### src/logic/sph_pkg.sv
/*
  Constants for the serial pause-control block.
  Assumes a 20 MHz system clock sampling the serial pins.
*/
package sph_pkg;
  localparam int unsigned CLK_PERIOD_NS = 50;
  localparam int unsigned SYNC_STAGES = 2;
  localparam logic [7:0] OPCODE_RESET = 8'h00;
  localparam logic [2:0] BITCNT_RESET = 3'h0;
  localparam logic [15:0] ADDR_RESET = 16'h0000;
  localparam logic [14:0] ADDR_MASK = 15'h7fff;
  typedef enum logic [1:0] {SPH_IDLE, SPH_CMD, SPH_ADDR, SPH_DATA} sph_phase_t;
endpackage

### src/logic/sph_spi_hold.sv
/*
  Serial interface front end with pause control: tracks opcode, address
  and data bytes and freezes them while the pause pin is low.
  Assumes pins are asynchronous to clk; the memory core sits on mem*.
*/
`timescale 1ns/1ns
// How it works
// pause honoured only selected, sequence in progress
// pause keeps sequence progress intact
// master lowers pause only while clock low
// master keeps select low during pause
// data input ignored while paused
// data output floats while paused
// master releases pause only while clock low
// clock may toggle during pause harmlessly
// counters and shifters frozen while paused
module sph_spi_hold (
  input wire logic clk,
  input wire logic rst,
  input wire logic csN,
  input wire logic sck,
  input wire logic si,
  input wire logic holdN,
  input wire logic [7:0] memRdData,
  output logic so,
  output logic soOe,
  output logic [14:0] memAddr,
  output logic [7:0] memWrData,
  output logic memWrStrobe,
  output logic [7:0] opcode,
  output logic paused
);

  // ------------------------------------------------------------
  // state
  // ------------------------------------------------------------
  typedef struct packed {
    logic [1:0] csS;
    logic [1:0] sckS;
    logic [1:0] siS;
    logic [1:0] holdS;
    logic sckPrev;
    logic pause;
    sph_pkg::sph_phase_t phase;
    logic [2:0] bitCnt;
    logic [7:0] shiftIn;
    logic [7:0] opcode;
    logic [15:0] addr;
    logic addrByte;
    logic [7:0] shiftOut;
    logic soBit;
    logic soEn;
    logic wrStrobe;
    logic [7:0] wrData;
  } sph_state_t;

  sph_state_t st;
  sph_state_t next_st;

  logic csLow;
  logic sckLow;
  logic sckRise;
  logic sckFall;
  logic inSeq;
  logic siBit;
  logic [7:0] inByte;

  always_comb begin
    csLow = ~st.csS[1];
    sckLow = ~st.sckS[1];
    sckRise = st.sckS[1] & ~st.sckPrev;
    sckFall = ~st.sckS[1] & st.sckPrev;
    siBit = st.siS[1];
    inByte = {st.shiftIn[6:0], siBit};
    inSeq = st.phase != sph_pkg::SPH_IDLE;
  end

  always_comb begin
    next_st = st;
    next_st.csS = {st.csS[0], csN};
    next_st.sckS = {st.sckS[0], sck};
    next_st.siS = {st.siS[0], si};
    next_st.holdS = {st.holdS[0], holdN};
    // edge tracking runs during pause
    next_st.sckPrev = st.sckS[1];
    next_st.wrStrobe = 1'b0;
    // burst address moves once the strobed byte has been taken
    if (st.wrStrobe)
      next_st.addr = {1'b0, st.addr[14:0] + 15'h0001};
    if (!csLow) begin
      // deselect ends the sequence and any pause
      next_st.phase = sph_pkg::SPH_IDLE;
      next_st.pause = 1'b0;
      next_st.bitCnt = sph_pkg::BITCNT_RESET;
      next_st.addrByte = 1'b0;
      next_st.soEn = 1'b0;
    end else begin
      if (st.phase == sph_pkg::SPH_IDLE)
        next_st.phase = sph_pkg::SPH_CMD;
      // pause while selected
      // pause changes are taken only when the clock is low
      if (sckLow && inSeq)
        next_st.pause = ~st.holdS[1];
      // frozen when paused
      if (!st.pause && sckRise && st.phase != sph_pkg::SPH_IDLE) begin
        // input only when running
        next_st.shiftIn = inByte;
        next_st.bitCnt = st.bitCnt + 3'h1;
        if (st.bitCnt == 3'h7) begin
          unique case (st.phase)
            sph_pkg::SPH_CMD: begin
              next_st.opcode = inByte;
              next_st.phase = sph_pkg::SPH_ADDR;
            end
            sph_pkg::SPH_ADDR: begin
              next_st.addrByte = 1'b1;
              if (st.addrByte) begin
                next_st.addr = {st.addr[7:0], inByte};
                next_st.phase = sph_pkg::SPH_DATA;
              end else begin
                next_st.addr = {st.addr[7:0], inByte};
              end
            end
            sph_pkg::SPH_DATA: begin
              next_st.wrData = inByte;
              next_st.wrStrobe = 1'b1;
            end
            default: ;
          endcase
        end
      end
      // output resumes in place
      if (!st.pause && sckFall && st.phase == sph_pkg::SPH_DATA) begin
        if (st.bitCnt == 3'h0)
          next_st.shiftOut = memRdData;
        next_st.soBit = (st.bitCnt == 3'h0) ? memRdData[7] : st.shiftOut[7];
        if (st.bitCnt != 3'h0)
          next_st.shiftOut = {st.shiftOut[6:0], 1'b0};
        else
          next_st.shiftOut = {memRdData[6:0], 1'b0};
        next_st.soEn = 1'b1;
      end
    end
  end

  always_ff @(posedge clk or posedge rst) begin
    if (rst) begin
      st <= '0;
      st.csS <= 2'h3;
      st.holdS <= 2'h3;
      st.opcode <= sph_pkg::OPCODE_RESET;
      st.addr <= sph_pkg::ADDR_RESET;
    end else begin
      st <= next_st;
    end
  end

  // ------------------------------------------------------------
  // outputs
  // ------------------------------------------------------------
  // float output when paused
  assign soOe = st.soEn & ~st.pause & csLow;
  assign so = st.soBit;
  assign memAddr = st.addr[14:0] & sph_pkg::ADDR_MASK;
  assign memWrData = st.wrData;
  assign memWrStrobe = st.wrStrobe;
  assign opcode = st.opcode;
  assign paused = st.pause;

  // ------------------------------------------------------------
  // assertions
  // ------------------------------------------------------------
  property p_pauseFloat;
    @(posedge clk) disable iff (rst) st.pause |-> !soOe;
  endproperty
  a_pauseFloat: assert property (p_pauseFloat)
    else $error("output driven while paused");

  property p_frozenCnt;
    @(posedge clk) disable iff (rst)
      (st.pause && csLow) ##1 (st.pause && csLow) |->
        $stable(st.bitCnt) && $stable(st.shiftIn);
  endproperty
  a_frozenCnt: assert property (p_frozenCnt)
    else $error("bit counter moved while paused");

  property p_frozenAddr;
    @(posedge clk) disable iff (rst)
      st.pause ##1 st.pause |-> $stable(st.addr) && $stable(st.phase);
  endproperty
  a_frozenAddr: assert property (p_frozenAddr)
    else $error("address or phase moved while paused");

  property p_noWrite;
    @(posedge clk) disable iff (rst) st.pause |=> !memWrStrobe;
  endproperty
  a_noWrite: assert property (p_noWrite)
    else $error("write strobe while paused");

  property p_pauseSelected;
    @(posedge clk) disable iff (rst) !csLow |=> !st.pause;
  endproperty
  a_pauseSelected: assert property (p_pauseSelected)
    else $error("pause set while deselected");

  property p_enterLow;
    @(posedge clk) disable iff (rst)
      $rose(st.pause) |-> $past(!st.sckS[1] && !st.holdS[1]);
  endproperty
  a_enterLow: assert property (p_enterLow)
    else $error("pause entered with clock high");

  property p_holdOpcode;
    @(posedge clk) disable iff (rst)
      st.pause ##1 st.pause |-> $stable(opcode) && $stable(st.shiftOut);
  endproperty
  a_holdOpcode: assert property (p_holdOpcode)
    else $error("opcode or output shifter moved while paused");

  property p_idleNoPause;
    @(posedge clk) disable iff (rst) st.phase == sph_pkg::SPH_IDLE |-> !st.pause;
  endproperty
  a_idleNoPause: assert property (p_idleNoPause)
    else $error("pause outside a sequence");

  c_pause: cover property (@(posedge clk) disable iff (rst) $rose(st.pause));
  c_resume: cover property (@(posedge clk) disable iff (rst) $fell(st.pause));
  c_pauseData: cover property (@(posedge clk) disable iff (rst)
    st.pause && st.phase == sph_pkg::SPH_DATA);

endmodule // sph_spi_hold

### config.mk
export PLATFORM = sky130hd
export DESIGN_NAME = sph_spi_hold
export DESIGN_NICKNAME = d
export VERILOG_FILES = /design/src/logic/sph_pkg.sv /design/src/logic/sph_spi_hold.sv
export SDC_FILE = /design/constraint.sdc
export NUM_CORES = 1
export LEC_CHECK = 0
export BUFFER_PORTS_ARGS = -buffer_cell sky130_fd_sc_hd__clkbuf_2
export CAP_MARGIN = 5
export CELL_PAD_IN_SITES_DETAIL_PLACEMENT = 1
export CELL_PAD_IN_SITES_GLOBAL_PLACEMENT = 1
export CORE_MARGIN = 5
export CORE_UTILIZATION = 48
export CTS_CLUSTER_DIAMETER = 40
export DETAILED_ROUTE_END_ITERATION = 12
export PLACE_DENSITY_LB_ADDON = 0.1
export REMOVE_ABC_BUFFERS = 1
export SLEW_MARGIN = 20
export SYNTH_ARGS = -nofsm -noshare
export SYNTH_HDL_FRONTEND = slang
export SYNTH_SLANG_ARGS = --single-unit
### constraint.sdc
create_clock -name clk -period 5 [get_ports clk]
set_input_delay 0.25 -clock clk [delete_from_list [all_inputs] [get_ports clk]]
set_output_delay 0.25 -clock clk [all_outputs]
set_load 0.03 [all_outputs]
* Word level (Yosys, flattened, before mapping)
Index checks and enable logic that the tools add are counted.
W data, S select, Z words.
** Cells by class
- Bitwise operators :: 9
- Add/subtract/negate cells :: 2
- Eq/ne operators :: 4
- Reduce and logical (&&, ||, !) cells :: 20
- Muxes and demuxes :: 21
** Operators with widths (count)
- $mux W38 :: 1
- $mux W9 :: 4
- $mux W16 :: 2
- $mux W25 :: 1
- $mux W17 :: 1
- $mux W8 :: 2
- $add A15 B1 Y15 const B :: 1
- $reduce_bool A2 Y1 :: 6
- $reduce_and A4 Y1 :: 2
- $mux W2 :: 3
- $mux W6 :: 1
- $logic_and A1 B1 Y1 :: 5
- $mux W1 :: 5
- $not A1 Y1 :: 5
- $and A1 B1 Y1 :: 4
- $eq A2 B2 Y1 const B :: 2
- $pmux W2 S2 :: 1
- $reduce_and A2 Y1 :: 2
- $add A3 B1 Y3 const B :: 1
- $eq A3 B3 Y1 const B :: 1
- $logic_not A3 Y1 :: 1
- $reduce_and A3 Y1 :: 1
- $reduce_bool A3 Y1 :: 1
- $eq A2 B1 Y1 const B :: 1
- 2 further kinds :: 2
** Word-level totals
- Word-level logic and storage cells :: 73
- Output and inout port bits :: 35
- Register bits :: 67

* Depth between registers and ports, before layout
- Depth after elaboration :: 7
- Depth in mapped cells :: 7
- Depth with buffers taken out :: 6

* Worst setup path after synthesis
No wires, ideal clock.
- Path type :: flip-flop to flip-flop
- Start point :: register st[55] (netlist bit)
- End point :: register st, in the netlist memWrData[4]
- Cell stages (with the launch flop) :: 8
- Period minus slack after synthesis :: 1.695 ns
- Data required time :: 4.875 ns
- Setup slack :: 3.305 ns
- Arrival time :: 1.570 ns
- Cell sequence :: dfrtp_1 inv_1 ha_1 nor3b_2 and2_1 buf_6 nand3_4 mux2_4
** On the way
- Word-level cells in the longest chain between the ends :: 3
- Elaborated cells between the ends (all ways) :: 4
** RTL lines
- start: declaration :: line sph_spi_hold.sv:57 : sph_state_t st;
- start signal: assignment :: line sph_spi_hold.sv:154 : st <= next_st;
- $reduce_bool A2 Y1 :: line sph_spi_hold.sv:105 : if (!st.pause && sckRise && st.phase != sph_pkg::SPH_IDLE) begin
- $logic_and A1 B1 Y1 :: line sph_spi_hold.sv:105
- $reduce_and A4 Y1 (no source line) (*)
Mark *: on every way between the ends. The rest lies on a longest branch, timed or not.
A chain may end at the register's enable or synchronous reset.

* Worst setup path after layout
- Start point :: register st[56] (netlist bit)
- End point :: register st, in the netlist memWrData[4]
Same word-level chain as after synthesis.

==> reports/metrics.yaml <==
yosys:
  ys.flop_type: "dfrtp_1"
  seq_area_frac_synth: 0.525
  synth-edff-count: 0
  ys_types: 36
  avgSynthCellArea_um2: 11.5
  synthArstFlopShare: 1.00
  ys_ff_latch: 64
  yosys_warnings: 0
  netlist_area_um2: 3060
  synth_cells: 265
setup_path:
  path_class: "reg2reg"
  cp-startpoint: "st[56]"
  r2r_slack_ps: 2920
  crit_chain: "inv_1, ha_1, nor3b_2, and2_1, nand3_4, mux2_4"
  cp_slowest_cell: "and2_1"
  crit_path_end_kind: "register"
  crit_path_start_kind: "register"
  required_ps: 5220
  rr_startpoint: "st[56]"
  max_stage_delay_ps: 460
  cp_max_fo: 9
  worstPathArrival_ps: 2300
  r2r_cells: 6
timing:
  fmax_ghz: 0.481
  finClkSkew_ps: 5.36
  setup_viol: 0
  hold_viol_final: 0
  min_period_over_period: 0.416
  tightest_slew_ps: 874
  max_slew_margin: 0.416
  tns_ps: 0
  final-max-slew-violation-count: 0
  min_period_ps: 2080
  rsz0062_at_grt: "false"
finish:
  diodes: 0
  final_common_cell: "dfrtp_1"
  nFillCells: 687
  syn_to_final_growth_pct: 11.2
  final_cell_mix: "dfrtp_1, clkbuf_2, nor2_1, mux2_2, nand2_1"
  nets: 310
  drive_above_1_share: 0.352
  final_area_um2: 3400
floorplan:
  dieArea_um2: 8070
  die_h_um: 89.8
  initial_utilization: 0.487
  fp-row-count: 29
  io_pins: 49
  die_w_um: 89.8
  core_um2: 6280
grt:
  grt_antenna_before_repair: 0
  grt_pass1_wl_um: 10100
  grt-ovfl-total: 0
  grt_max_degree: 65
  grt_pass1_vias: 2049
  track_usage: 0.152
clocking:
  cts_setup_buffers: 0
  cts_tree: "yes"
  clkTransAtPathRegs_ps: 70
  post_cts_resized: 0
  ctsHoldBuffers: 2
  ctsRootBufferMaster: "clkbuf_8"
  clock_path_buffers: 2
  cts_buffers: 9
  clock_latency_ps: 330
  htreeDepth: 3
  clock_sinks: 64
drt:
  vias_per_cell: 5.13
  routed_wl_um: 5820
  first_pass_iters: 4
  vias: 1899
  wl_per_cell_um: 15.7
  drc: 0
  drt_iter0_drc: 49
  antenna_left: 0
place:
  finalWeightedCongestion: 0.780
  port_buffers: 48
  post_dp_cell_area_um2: 3120
  dp_hpwl_um: 3890
worst_hold_path:
  holdCritPathClass: "in2reg"
  whs_path_depth: 1
  hold_start: "si"
flow_run:
  maxCapViolCount: 0
power:
  powerDensity_nw_per_um2: 338
  peakVddDrop_mv: 0.298
  p_leak_uw: 0.00174
run_status:
  status: "complete, no violations"
==> per-layer routing <==
metal,vias to the layer above,track usage,routed length (um)
li1,909,-,-
met1,933,0.208,2730
met2,45,0.227,2700
met3,12,0.0409,291
met4,0,0.0642,106
met5,-,0,0
==> kinds of logic (layout without fill, tap and decap cells) <==
kind of cell             Yosys count  after routing  share of synthesized area
AND/OR/NAND/NOR                   70             70                      0.133
buffers and inverters             48             76                      0.101
AO/OA/AOI/OAI                     27             27                     0.0450
adder cells (fa/ha/maj)            8              8                     0.0327
multiplexers                      33             33                      0.120
XOR/XNOR                          15             15                     0.0430
flip-flops                        64             64                      0.525
==> worst max-delay path, delay by kind of cell, from the launching register on <==
family                     cells  cell delay (ps)
muxes                          1              350
adders and majority gates      1              260
and+or+nand+nor                3              890
buffers and inverters          1               70
DFF                            1              400
==> flip-flops by register name, summed over array words and instances (netlist names) <==
| name | flops |
|---|---|
| memAddr | 15 |
| inByte | 8 |
| st | 17 |
| memWrStrobe | 1 |
| so | 1 |
| paused | 1 |
| next_st | 5 |
| memWrData | 8 |
| opcode | 8 |
==> per-stage QoR <==
step	utilization	total power, uW	instances	hold WS, ps	setup WS [ps]
finish	0.542	1150	370	19.4	2920
global route	0.542	1200	370	3.85	2770
detailed placement	0.498	621	351	336	2540
floorplan	-	599	225	254	3020
CTS	0.540	1170	369	3.17	2480
global placement	0.498	619	351	333	2650
==> final timing paths <==
kind                           endpoint
hold reg to reg             next_st[58]
setup reg to reg           memWrData[4]
hold / removal              next_st[62]
max in group asynchronous    memAddr[2]
setup / recovery           memWrData[4]
min in group asynchronous        st[15]
==> cell type report <==
| type | instances | area [um^2] | share of cell area |
|---|---|---|---|
| sequential | 64 | 1610 | 0.473 |
| multi-input combinational | 153 | 1140 | 0.336 |
| timing repair buffer | 52 | 279 | 0.0821 |
| clock buffer | 9 | 124 | 0.0364 |
| clock inverter | 7 | 120 | 0.0353 |
| tap | 77 | 96.3 | 0.0283 |
| inverter | 8 | 30.0 | 0.00883 |
==> cells in the mapped netlist, types with 2 or more instances <==
cell type | instances | area [um^2]
buf_4 | 31 | 233
dfstp_2 | 4 | 105
dfrtp_1 | 60 | 1500
nand4_1 | 5 | 31.3
xnor2_1 | 11 | 96.3
o21ai_0 | 10 | 50.1
ha_1 | 8 | 100
buf_2 | 2 | 10.0
mux2_4 | 2 | 30.0
mux2_2 | 21 | 236
nand3_4 | 2 | 35.0
nor3_1 | 6 | 30.0
clkbuf_1 | 5 | 18.8
nor2_1 | 24 | 90.1
nand2_1 | 18 | 67.6
nor4_1 | 3 | 18.8
inv_1 | 8 | 30.0
xor2_1 | 4 | 35.0
a21oi_1 | 16 | 80.1
mux2i_1 | 9 | 90.1
==> where the power goes <==
part / internal, uW / leakage (uW) / switching, uW
clock: 332 / 0.000119 / 205
combinational: 24.3 / 0.000803 / 24.6
sequential: 538 / 0.000818 / 25.3
total: 894 / 0.00174 / 255
Note: power is estimated with default switching activity, not from simulation.
